`config.mk`:
```
export PLATFORM = sky130hd
export DESIGN_NAME = timer_capture_compare_counter
export DESIGN_NICKNAME = d
export VERILOG_FILES = /design/src/inc/timer_ccc_pkg.sv /design/src/verilog/edge_sync.sv /design/src/verilog/tick_divider.sv /design/src/verilog/timer_capture_compare_counter.sv
export SDC_FILE = /design/constraint.sdc
export NUM_CORES = 1
export LEC_CHECK = 0
export ABC_AREA = 1
export BUFFER_PORTS_ARGS = -buffer_cell sky130_fd_sc_hd__buf_2
export CAP_MARGIN = 10
export CORE_ASPECT_RATIO = 0.5
export CORE_MARGIN = 5
export CORE_UTILIZATION = 33
export DETAILED_ROUTE_END_ITERATION = 10
export SYNTH_ARGS = -nofsm -noshare
export SYNTH_HDL_FRONTEND = slang
export SYNTH_SLANG_ARGS = --single-unit
```
`constraint.sdc`:
```
create_clock -name core_clk -period 2.6 [get_ports core_clk]
set_clock_uncertainty 0.2 [all_clocks]
set_input_delay 0 -clock core_clk [delete_from_list [all_inputs] [get_ports core_clk]]
set_output_delay 0 -clock core_clk [all_outputs]
set_load 0.01 [all_outputs]
```
`src/inc/timer_ccc_pkg.sv`:
```
// Constants, field layouts and types shared by the capture/compare timer.
`default_nettype none
package timer_ccc_pkg;

  // Register byte offsets.
  localparam logic [7:0] OFF_CTRL = 8'h00;
  localparam logic [7:0] OFF_CTRL2 = 8'h04;
  localparam logic [7:0] OFF_COUNT = 8'h08;
  localparam logic [7:0] OFF_RELOAD = 8'h0c;
  localparam logic [7:0] OFF_CAPTURE = 8'h10;
  localparam logic [7:0] OFF_STATUS = 8'h14;

  // Control register field positions.
  localparam int CTRL_EN_BIT = 0;
  localparam int CTRL_MODE_LSB = 1;
  localparam int CTRL_POL_BIT = 3;
  localparam int CTRL_PRE_LSB = 4;
  localparam int CTRL_OEN_BIT = 7;
  localparam int CTRL2_SEL_LSB = 0;
  localparam int CTRL2_CAUSE_BIT = 7;

  // Reset and restart values, and the word transfer size.
  localparam logic [15:0] COUNT_RESTART = 16'h0001;
  localparam logic [15:0] COUNT_RST = 16'h0000;
  localparam logic [15:0] RELOAD_RST = 16'hffff;
  localparam logic [2:0] HSIZE_WORD = 3'h2;

  typedef enum logic [1:0] {
    MODE_GATED = 2'b00,
    MODE_COMPARATOR = 2'b01,
    MODE_CAPTURE = 2'b10
  } timer_mode_t;

  typedef enum logic [1:0] {
    IRQ_BOTH = 2'b00,
    IRQ_CAPTURE_ONLY = 2'b01,
    IRQ_RELOAD_ONLY = 2'b10
  } irq_sel_t;

  typedef enum logic {
    CC_ARMED = 1'b0,
    CC_RUN = 1'b1
  } cc_state_t;

endpackage
`default_nettype wire

```
`src/verilog/edge_sync.sv`:
```
// Two-flop synchroniser with rise and fall pulse detection.
`default_nettype none
module edge_sync (
  input wire logic core_clk,
  input wire logic arst_n,
  input wire logic async_in,
  output logic level,
  output logic rise,
  output logic fall
);

  logic meta_r;
  logic sync_r;
  logic prev_r;

  // The first flop feeds only the second; edges look at the later stages.
  always_ff @(posedge core_clk or negedge arst_n) begin
    if (!arst_n) begin
      meta_r <= 1'b0;
      sync_r <= 1'b0;
      prev_r <= 1'b0;
    end else begin
      meta_r <= async_in;
      sync_r <= meta_r;
      prev_r <= sync_r;
    end
  end

  // One-cycle pulses per transition of the synchronised level.
  assign level = sync_r;
  assign rise = sync_r && !prev_r;
  assign fall = !sync_r && prev_r;

endmodule
`default_nettype wire

```
`src/verilog/tick_divider.sv`:
```
// Power-of-two clock divider giving a one-cycle tick enable.
`default_nettype none
module tick_divider (
  input wire logic core_clk,
  input wire logic arst_n,
  input wire logic run,
  input wire logic [2:0] prescale,
  output logic tick
);

  logic [6:0] div_r;
  logic [6:0] limit;

  // Divide by 2 to the power of prescale; zero ticks every cycle.
  assign limit = 7'((8'h01 << prescale) - 8'h01);
  assign tick = run && (div_r == limit);

  // The divider restarts whenever the timer is stopped.
  always_ff @(posedge core_clk or negedge arst_n) begin
    if (!arst_n) begin
      div_r <= 7'h00;
    end else if (!run || tick) begin
      div_r <= 7'h00;
    end else begin
      div_r <= div_r + 7'h01;
    end
  end

endmodule
`default_nettype wire

```
`src/verilog/timer_capture_compare_counter.sv`:
```
// Sixteen-bit comparator counter and capture/compare timer with AHB-Lite registers.
`default_nettype none
module timer_capture_compare_counter
  import timer_ccc_pkg::*;
(
  input wire logic core_clk,
  input wire logic arst_n,
  input wire logic hsel,
  input wire logic [31:0] haddr,
  input wire logic [1:0] htrans,
  input wire logic hwrite,
  input wire logic [2:0] hsize,
  input wire logic [31:0] hwdata,
  input wire logic hready,
  output logic hreadyout,
  output logic hresp,
  output logic [31:0] hrdata,
  input wire logic cmp_out,
  input wire logic timer_in,
  output logic timer_out,
  output logic timer_out_en,
  output logic timer_irq
);

  // True when the count has reached the reload or compare value.
  function automatic logic at_limit(input logic [15:0] cnt, input logic [15:0] lim);
    at_limit = (cnt == lim);
  endfunction

  logic dp_valid_r;
  logic dp_write_r;
  logic [7:0] dp_addr_r;
  logic rd_wait_r;
  logic [31:0] hrdata_r;
  logic addr_take;
  logic wr_en;
  logic wr_ctrl;
  logic wr_count;
  logic en_r;
  timer_mode_t mode_r;
  logic pol_r;
  logic [2:0] pre_r;
  logic oen_r;
  irq_sel_t sel_r;
  logic cause_r;
  logic [15:0] count_r;
  logic [15:0] reload_r;
  logic [15:0] capture_r;
  logic out_r;
  logic irq_r;
  cc_state_t cc_state_r;
  logic cmp_rise;
  logic cmp_fall;
  logic in_level;
  logic in_rise;
  logic in_fall;
  logic tick;
  logic sel_cmp;
  logic sel_in;
  logic deassert;
  logic in_active;
  logic cap_evt;
  logic gate_evt;
  logic rld_evt;
  logic step;
  logic first_edge;

  // Input synchronisers for the comparator output and the timer input pin.
  // synchronised edge detection.
  edge_sync u_cmp_sync (
    .core_clk(core_clk),
    .arst_n(arst_n),
    .async_in(cmp_out),
    .level(),
    .rise(cmp_rise),
    .fall(cmp_fall)
  );

  edge_sync u_in_sync (
    .core_clk(core_clk),
    .arst_n(arst_n),
    .async_in(timer_in),
    .level(in_level),
    .rise(in_rise),
    .fall(in_fall)
  );

  // Prescaled system-clock tick for capture and gated counting.
  // prescaled clock counting.
  tick_divider u_div (
    .core_clk(core_clk),
    .arst_n(arst_n),
    .run(en_r),
    .prescale(pre_r),
    .tick(tick)
  );

  // Address phase is taken only for whole-word transfers.
  assign addr_take = hsel && hready && htrans[1] && (hsize == HSIZE_WORD);
  assign wr_en = dp_valid_r && dp_write_r;
  assign wr_ctrl = wr_en && (dp_addr_r == OFF_CTRL);
  assign wr_count = wr_en && (dp_addr_r == OFF_COUNT);

  // Bus pipeline: writes finish with no wait, reads add one wait state.
  always_ff @(posedge core_clk or negedge arst_n) begin
    if (!arst_n) begin
      dp_valid_r <= 1'b0;
      dp_write_r <= 1'b0;
      dp_addr_r <= 8'h00;
      rd_wait_r <= 1'b0;
    end else if (hready) begin
      dp_valid_r <= addr_take;
      dp_write_r <= hwrite;
      dp_addr_r <= haddr[7:0];
      rd_wait_r <= addr_take && !hwrite;
    end else begin
      rd_wait_r <= 1'b0;
    end
  end

  assign hreadyout = !rd_wait_r;
  assign hresp = 1'b0;
  assign hrdata = hrdata_r;

  // Read data is registered during the wait state; unmapped words read zero.
  always_ff @(posedge core_clk or negedge arst_n) begin
    if (!arst_n) begin
      hrdata_r <= 32'h0000_0000;
    end else if (rd_wait_r) begin
      unique case (dp_addr_r)
        OFF_CTRL: hrdata_r <= {24'h000000, oen_r, pre_r, pol_r, mode_r, en_r};
        OFF_CTRL2: hrdata_r <= {24'h000000, cause_r, 5'h00, sel_r};
        OFF_COUNT: hrdata_r <= {16'h0000, count_r};
        OFF_RELOAD: hrdata_r <= {16'h0000, reload_r};
        OFF_CAPTURE: hrdata_r <= {16'h0000, capture_r};
        OFF_STATUS: hrdata_r <= {29'h0000000, cc_state_r, in_level, out_r};
        default: hrdata_r <= 32'h0000_0000;
      endcase
    end
  end

  // Control register fields written by software.
  always_ff @(posedge core_clk or negedge arst_n) begin
    if (!arst_n) begin
      en_r <= 1'b0;
      mode_r <= MODE_GATED;
      pol_r <= 1'b0;
      pre_r <= 3'h0;
      oen_r <= 1'b0;
    end else if (wr_ctrl) begin
      en_r <= hwdata[CTRL_EN_BIT];
      mode_r <= timer_mode_t'(hwdata[CTRL_MODE_LSB +: 2]);
      pol_r <= hwdata[CTRL_POL_BIT];
      pre_r <= hwdata[CTRL_PRE_LSB +: 3];
      oen_r <= hwdata[CTRL_OEN_BIT];
    end
  end

  // Interrupt source select in the second control register.
  always_ff @(posedge core_clk or negedge arst_n) begin
    if (!arst_n) begin
      sel_r <= IRQ_BOTH;
    end else if (wr_en && (dp_addr_r == OFF_CTRL2)) begin
      sel_r <= irq_sel_t'(hwdata[CTRL2_SEL_LSB +: 2]);
    end
  end

  // Reload or compare value.
  always_ff @(posedge core_clk or negedge arst_n) begin
    if (!arst_n) begin
      reload_r <= RELOAD_RST;
    end else if (wr_en && (dp_addr_r == OFF_RELOAD)) begin
      reload_r <= hwdata[15:0];
    end
  end

  // Polarity picks edges; gated mode counts while the input is at that level.
  // edge selection.
  assign sel_cmp = pol_r ? cmp_rise : cmp_fall;
  assign sel_in = pol_r ? in_rise : in_fall;
  assign deassert = pol_r ? in_fall : in_rise;
  assign in_active = (in_level == pol_r);
  assign first_edge = en_r && (mode_r == MODE_CAPTURE) && (cc_state_r == CC_ARMED) && sel_in;

  // Event decode for the selected mode; nothing happens while disabled.
  // disabled hold.
  always_comb begin
    cap_evt = 1'b0;
    gate_evt = 1'b0;
    rld_evt = 1'b0;
    step = 1'b0;
    if (en_r) begin
      unique case (mode_r)
        MODE_COMPARATOR: begin
          if (sel_cmp) begin
            rld_evt = at_limit(count_r, reload_r);
            step = !at_limit(count_r, reload_r);
          end
        end
        MODE_CAPTURE: begin
          if (cc_state_r == CC_RUN) begin
            if (sel_in) begin
              cap_evt = 1'b1;
            end else if (tick) begin
              rld_evt = at_limit(count_r, reload_r);
              step = !at_limit(count_r, reload_r);
            end
          end
        end
        MODE_GATED: begin
          if (deassert) begin
            gate_evt = 1'b1;
          end else if (tick && in_active) begin
            rld_evt = at_limit(count_r, reload_r);
            step = !at_limit(count_r, reload_r);
          end
        end
        default: begin
          step = 1'b0;
        end
      endcase
    end
  end

  // Capture start state: armed until the first selected input edge.
  // wait for first edge.
  always_ff @(posedge core_clk or negedge arst_n) begin
    if (!arst_n) begin
      cc_state_r <= CC_ARMED;
    end else if (wr_ctrl) begin
      cc_state_r <= CC_ARMED;
    end else if (first_edge) begin
      cc_state_r <= CC_RUN;
    end
  end

  // Count: software write first, then restart at one, then single steps.
  // counting.
  always_ff @(posedge core_clk or negedge arst_n) begin
    if (!arst_n) begin
      count_r <= COUNT_RST;
    end else if (wr_count) begin
      count_r <= hwdata[15:0];
    end else if (cap_evt || rld_evt) begin
      count_r <= COUNT_RESTART;
    end else if (step) begin
      count_r <= count_r + 16'h0001;
    end
  end

  // Capture register takes the running count on a capture edge.
  // capture copy.
  always_ff @(posedge core_clk or negedge arst_n) begin
    if (!arst_n) begin
      capture_r <= COUNT_RST;
    end else if (cap_evt) begin
      capture_r <= count_r;
    end else if (wr_en && (dp_addr_r == OFF_CAPTURE)) begin
      capture_r <= hwdata[15:0];
    end
  end

  // Cause flag: set by a capture, cleared by a capture-mode reload whatever the interrupt select.
  // cause flag.
  always_ff @(posedge core_clk or negedge arst_n) begin
    if (!arst_n) begin
      cause_r <= 1'b0;
    end else if (cap_evt) begin
      cause_r <= 1'b1;
    end else if (rld_evt && (mode_r == MODE_CAPTURE)) begin
      cause_r <= 1'b0;
    end
  end

  // Output takes its starting level at enable and inverts at each reload while the output enable is set.
  // output level.
  always_ff @(posedge core_clk or negedge arst_n) begin
    if (!arst_n) begin
      out_r <= 1'b0;
    end else if (wr_ctrl && hwdata[CTRL_EN_BIT] && !en_r) begin
      out_r <= hwdata[CTRL_POL_BIT];
    end else if (rld_evt && oen_r) begin
      out_r <= !out_r;
    end
  end

  assign timer_out = out_r;
  assign timer_out_en = oen_r;

  // One-cycle interrupt pulse filtered by the source select.
  // interrupt select.
  always_ff @(posedge core_clk or negedge arst_n) begin
    if (!arst_n) begin
      irq_r <= 1'b0;
    end else begin
      irq_r <= ((cap_evt || gate_evt) && (sel_r != IRQ_RELOAD_ONLY)) ||
               (rld_evt && (sel_r != IRQ_CAPTURE_ONLY));
    end
  end

  assign timer_irq = irq_r;
endmodule
`default_nettype wire

```
-- Yosys cells after proc, flatten, opt, wreduce, memory -nomap -nowiden
Index checks and enable logic that the tools add are counted.
W data, S select, Z words.
- shifts and indexed selects: 1
- mux-type cells: 40
- reduce and logical (&&, ||, !) cells: 45
- $add $sub $neg: 3
- bitwise gates (word level): 1
- equality and inequality tests: 13
- operators with widths (operator ; count):
    $pmux W16 S6 ; 1
    $mux W16 ; 5
    $mux W1 ; 31
    $logic_and A1 B1 Y1 ; 25
    $add A16 B1 Y16 const B ; 1
    $eq A16 B16 Y1 ; 1
    $eq A8 B4 Y1 const B ; 2
    $eq A8 B5 Y1 const B ; 2
    $logic_not A1 Y1 ; 9
    $eq A8 B3 Y1 const B ; 1
    $logic_not A8 Y1 ; 1
    $reduce_bool A2 Y1 ; 4
    $add A7 B1 Y7 const B ; 1
    $eq A7 B7 Y1 ; 1
    $mux W7 ; 1
    $shl A1 B3 Y7 const A ; 1
    $sub A7 B1 Y7 const B ; 1
    $pmux W1 S3 ; 2
    $logic_or A1 B1 Y1 ; 4
    $eq A3 B2 Y1 const B ; 1
    $reduce_bool A3 Y1 ; 1
    $eq A2 B1 Y1 const B ; 1
    $eq A2 B2 Y1 const B ; 1
    $logic_not A2 Y1 ; 1
    4 further kinds ; 4
- register bits: 118
- input port bits: 76

-- Longest topological paths before layout
- word-level depth: 12
- gate-level depth with buffers: 14
- depth with buffers taken out: 13

-- Hierarchy
From an unflattened synthesis, not the netlist that was laid out.
- cell total of the unflattened synthesis: 769
- area total of the unflattened synthesis: 5853.1 um2
- by module, submodules not included (module ; seq. area each (um2) ; area each (um2) ; times used ; cells each):
    timer_capture_compare_counter ; 2247.2 ; 5166.2 ; 1 ; 685
    tick_divider ; 175.2 ; 506.7 ; 1 ; 70
    edge_sync ; 75.1 ; 90.1 ; 2 ; 7

-- Least setup slack after synthesis
No wires, ideal clock.
- path kind: register to register
- from: reg pre_r[2]
- to: reg count_r[10]
- path slack: 716 ps
- data arrival time: 1564 ps
- required time: 2280 ps
- stages on the path, launching flop included: 13
- cells stage by stage: dfrtp_1 > buf_4 > inv_2 > nand2_2 > nand2_1 > nand3_1 > nor2_1 > nand3_2 > nand2_4 > nand2_4 > buf_4 > a21oi_2 > a21oi_2
- word-level cells in the longest chain between the ends: 12
- ends and longest elaborated chain (element ; line ; source):
    from (decl) ; timer_capture_compare_counter.sv:42 ; logic [2:0] pre_r;
    from (signal assigned) ; timer_capture_compare_counter.sv:154 ; pre_r <= hwdata[CTRL_PRE_LSB +: 3];
    $shl A1 B3 Y7 * ; tick_divider.sv:15 ; assign limit = 7'((8'h01 << prescale) - 8'h01);
    $sub A7 B1 Y7 * ; tick_divider.sv:15 ;
    $eq A7 B7 Y1 * ; tick_divider.sv:16 ; assign tick = run && (div_r == limit);
    $logic_and A1 B1 Y1 * ; tick_divider.sv:16 ;
    $mux W1 or $logic_and A1 B1 Y1 (tied branches) ; timer_capture_compare_counter.sv:204, timer_capture_compare_counter.sv:213 ;
    $mux W1, on equally long branches ; timer_capture_compare_counter.sv:202, timer_capture_compare_counter.sv:213 ;
    $mux W1, on equally long branches ; timer_capture_compare_counter.sv:201, timer_capture_compare_counter.sv:211 ;
    $pmux W1 S3 ; timer_capture_compare_counter.sv:193 ; unique case (mode_r)
    $mux W1 ; timer_capture_compare_counter.sv:192 ; if (en_r) begin
    $logic_or A1 B1 Y1 ; timer_capture_compare_counter.sv:244 ; end else if (cap_evt || rld_evt) begin
    $mux W16 ; timer_capture_compare_counter.sv:244 ;
    $mux W16 ; timer_capture_compare_counter.sv:242 ; end else if (wr_count) begin
    to (signal assigned) ; timer_capture_compare_counter.sv:243 ; count_r <= hwdata[15:0];
    to (signal assigned) ; timer_capture_compare_counter.sv:247 ; count_r <= count_r + 16'h0001;
    to (decl) ; timer_capture_compare_counter.sv:46 ; logic [15:0] count_r;
Mark *: on every way between the ends. The rest lies on a longest branch, timed or not.
A chain may end at the register's enable or synchronous reset.

-- Final worst setup path
- from: reg dp_addr_r[6]
- to: reg out_r (netlist: timer_out)
- word-level cells in the longest chain between the ends: 5
- ends and longest elaborated chain (element ; line ; source):
    from (decl) ; timer_capture_compare_counter.sv:32 ; logic [7:0] dp_addr_r;
    from (signal assigned) ; timer_capture_compare_counter.sv:114 ; dp_addr_r <= haddr[7:0];
    $logic_not A8 Y1 * ; timer_capture_compare_counter.sv:101 ; assign wr_ctrl = wr_en && (dp_addr_r == OFF_CTRL);
    $logic_and A1 B1 Y1 * ; timer_capture_compare_counter.sv:101 ;
    $logic_and A1 B1 Y1 * (2 in a row) ; timer_capture_compare_counter.sv:280 ; end else if (wr_ctrl && hwdata[CTRL_EN_BIT] && !en_r) begin
    $mux W1 or $reduce_bool A2 Y1 (tied branches) ; -- ;
    to (signal assigned) ; timer_capture_compare_counter.sv:281 ; out_r <= hwdata[CTRL_POL_BIT];
    to (signal assigned) ; timer_capture_compare_counter.sv:283 ; out_r <= !out_r;
    to (decl) ; timer_capture_compare_counter.sv:49 ; logic out_r;
Marked as above.

==> impl_metrics.py <==
metrics = {
    "setup_path": {
        "crit_type": "reg -> reg",
        "worst-path-buf-inv": 2,
        "crit_path_frequent_cell": "nand2_1",
        "start_kind": "flip-flop",
        "end_kind": "flip-flop",
        "cp_top_family": "simple AND/OR/NAND/NOR gates",
        "crit_required_ns": 2.69,
        "slowest_delay_ns": 0.55,
        "cp_cell_sequence": "inv_1, nand2_1, nor3_4, nand2_2, nor2_1, nand2_1, nor2_1, nand2_1, dlygate4sd3_1, nand2_1",
        "cp.arrival_ns": 2.51,
        "critPathMaxFanout": 7,
        "cp_slowest_cell": "dlygate4sd3_1",
    },
    "grt": {
        "antenna_found_initial": 0,
        "grt_start_max_net_pins": 58,
        "grt_pass1_wl_um": 26900,
        "grt_overflow": 0,
        "grt_pass1_vias": 5122,
        "track_usage_pct": 16.6,
    },
    "synthesis": {
        "synthArstFlopShare_pct": 100,
        "synth_xor_xnor_area_share_pct": 3.21,
        "synthMuxAreaShare_pct": 0.393,
        "syn_inst": 723,
        "synth-seq-cells": 102,
        "ys_seq_area_share_pct": 44.9,
        "ys_types": 45,
        "synth-simple-area-share_pct": 23.4,
        "avgSynthCellArea_um2": 7.92,
        "synth_edf_count": 0,
        "synthesis.area_um2": 5730,
        "synth_ff_type": "dfrtp_1",
        "synth-compound-area-share_pct": 16.7,
        "synth-warning-count": 0,
        "synthAdderAreaFrac_pct": 0.437,
        "synth_top_family_by_area": "simple AND/OR/NAND/NOR gates",
    },
    "die": {
        "initial_core_util_pct": 33.3,
        "die_x_um": 196,
        "die_area_um2": 20300,
        "rows": 34,
        "fp.dieH_um": 103,
        "io_pins": 113,
        "core_um2": 17200,
    },
    "run_status": {
        "outcome": "finished, violations left",
        "violations": "negative hold slack",
    },
    "placement": {
        "gp_congestion": 0.884,
        "dp_hpwl_um": 11400,
        "dp_cells": 999,
        "post_dp_cell_area_um2": 6260,
        "io_buffers": 54,
    },
    "cts": {
        "clk_pin_slew_ns": 0.07,
        "cts_tree": "built",
        "clock_path_buffers": 2,
        "clock_latency_ns": 0.35,
        "cts_sinks": 102,
        "cts.htree.levels": 3,
        "root_buffer": "clkbuf_16",
        "cts_buffers": 9,
    },
    "layout": {
        "postLayoutCellArea_um2": 7100,
        "final_nets": 902,
        "instances_no_fill": 1063,
        "antenna-diode-count": 0,
        "drive_gt1_share_pct": 18.7,
        "area_growth_pct": 24.0,
    },
    "timing": {
        "rsz0062_at_grt": "false",
        "hold_viol_final": 4,
        "min_period_over_period_pct": 92.9,
        "drv_slew": 0,
        "whs_ns": -0.0104,
        "tightestPinTransition_ns": 0.899,
        "fin_crit_ns": 2.42,
        "setup_viol_count_final": 0,
        "relSlewSlack_pct": 40.1,
        "fmax_ghz": 0.414,
        "fin_tns_setup_ns": 0,
    },
    "route": {
        "drc": 0,
        "wirelength_um": 16300,
        "via_count": 5223,
        "drtPass1Iterations": 5,
        "drt_iter0_markers": 436,
        "wire_per_inst_um": 15.3,
        "vias_per_cell": 4.91,
        "postRouteAntennaNets": 0,
    },
    "power": {
        "power_density_nw_per_um2": 546,
        "p_leak_nw": 3.62,
        "vdd_drop_max_uv": 281,
    },
    "hold_path": {
        "hold_class": "in -> async",
    },
    "flow_run": {
        "drv_cap": 0,
    },
}
==> timing repair <==
item                                    in CTS  in global routing
endpoints found under the setup margin       0                  1
setup buffers                                0                  0
gates resized for setup                      0                  3
endpoints found under the hold margin      165                  0
hold buffers                                48                  0
==> layer usage <==
| layer | vias up | share of wire, % | global-route usage, % |
|---|---|---|---|
| met5 | - | 0 | 0 |
| met4 | 0 | 1.1 | 3.91 |
| met3 | 20 | 5.2 | 2.74 |
| met2 | 134 | 46 | 26.5 |
| met1 | 2506 | 48 | 23.7 |
| li1 | 2563 | - | - |
==> worst reg2reg max path: cells and delay by family (launching register included) <==
kind	cells	cell delay [ns]
buffers and inverters	2	0.62
flip-flops	1	0.37
AND/OR/NAND/NOR	8	1.18
==> final timing paths <==
check	from	end	slack, ns	cells after the start
worst max-delay path	dp_addr_r[6]	timer_out	0.18	10
worst min-delay path	arst_n	dp_addr_r[7]	-0.01	2
worst max register to register	dp_addr_r[6]	timer_out	0.18	10
worst min register to register	u_in_sync.meta_r	u_in_sync.level	0.15	0
max in group asynchronous	arst_n	reload_r[6]	1.45	3
min in group core_clk	timer_in	u_in_sync.meta_r	0.09	2
==> where the power goes <==
group	switching [mW]	internal, mW	leakage [nW]
sequential	0.0884	1.68	1.13
clock	0.611	0.966	0.172
combinational	0.295	0.232	2.32
==> layout make-up <==
class / count / area (um2)
fillers: 1735 / 10100
multi-input cells: 496 / 2610
flip-flops and latches: 102 / 2570
repair buffers: 127 / 953
inverters: 88 / 330
well taps: 234 / 293
clock buffers: 10 / 239
clock inverters: 6 / 109
==> cell usage after synthesis (12+ instances only) <==
master / instances / share of area [%]
buf_2: 12 / 1.0
o22ai_1: 21 / 2.3
clkbuf_1: 20 / 1.3
dfstp_2: 16 / 7.3
nor3_1: 14 / 1.2
xor2_1: 13 / 2.0
buf_4: 19 / 2.5
nand3_1: 23 / 2.0
nand4_1: 28 / 3.1
nor2_1: 60 / 3.9
dfrtp_1: 86 / 38
nand2_1: 162 / 11
o21ai_0: 59 / 5.2
a21oi_2: 19 / 2.9
a21oi_1: 17 / 1.5
inv_1: 81 / 5.3
==> metrics by stage <==
stage / total power [mW] / util [%] / setup slack [ns]
finish: 3.88 / 41.3 / 0.185
global route: 4.06 / 41.3 / 0.0549
floorplan: 2.12 / - / 0.716
CTS: 3.90 / 41.2 / 0.0978
global placement: 2.25 / 36.4 / 0.366
detailed placement: 2.26 / 36.4 / 0.347
==> state kept, by name (all words and copies together) (netlist names), 2 cells and up <==
signal       count
capture_r       16
mode_r           2
sel_r            2
u_div.div_r      7
dp_addr_r        8
pre_r            3
reload_r        16
count_r         16
hrdata          16
==> kinds of logic after synthesis <==
group                      after synthesis
and+or+nand+nor                        305
AOI/OAI and AO/OA                      149
buffers and inverters                  141
DFF                                    102
xor gates and xnor gates                21
adders and majority gates                2
muxes                                    2
other                                    1
==> layout by cell type, fill, tap and decap left out, types with 16 or more instances in the layout <==
cell,netlist,final
conb_1,1,17
buf_4,19,25
nor2_1,60,60
dfrtp_1,86,86
nand3_1,23,23
buf_2,12,53
nand4_1,28,28
dfstp_2,16,16
nand2_1,162,161
o21ai_0,59,59
dlygate4sd3_1,0,48
inv_1,81,81
o22ai_1,21,21
a21oi_1,17,17
a21oi_2,19,19
No activity file was read; power rests on OpenSTA's default activity.
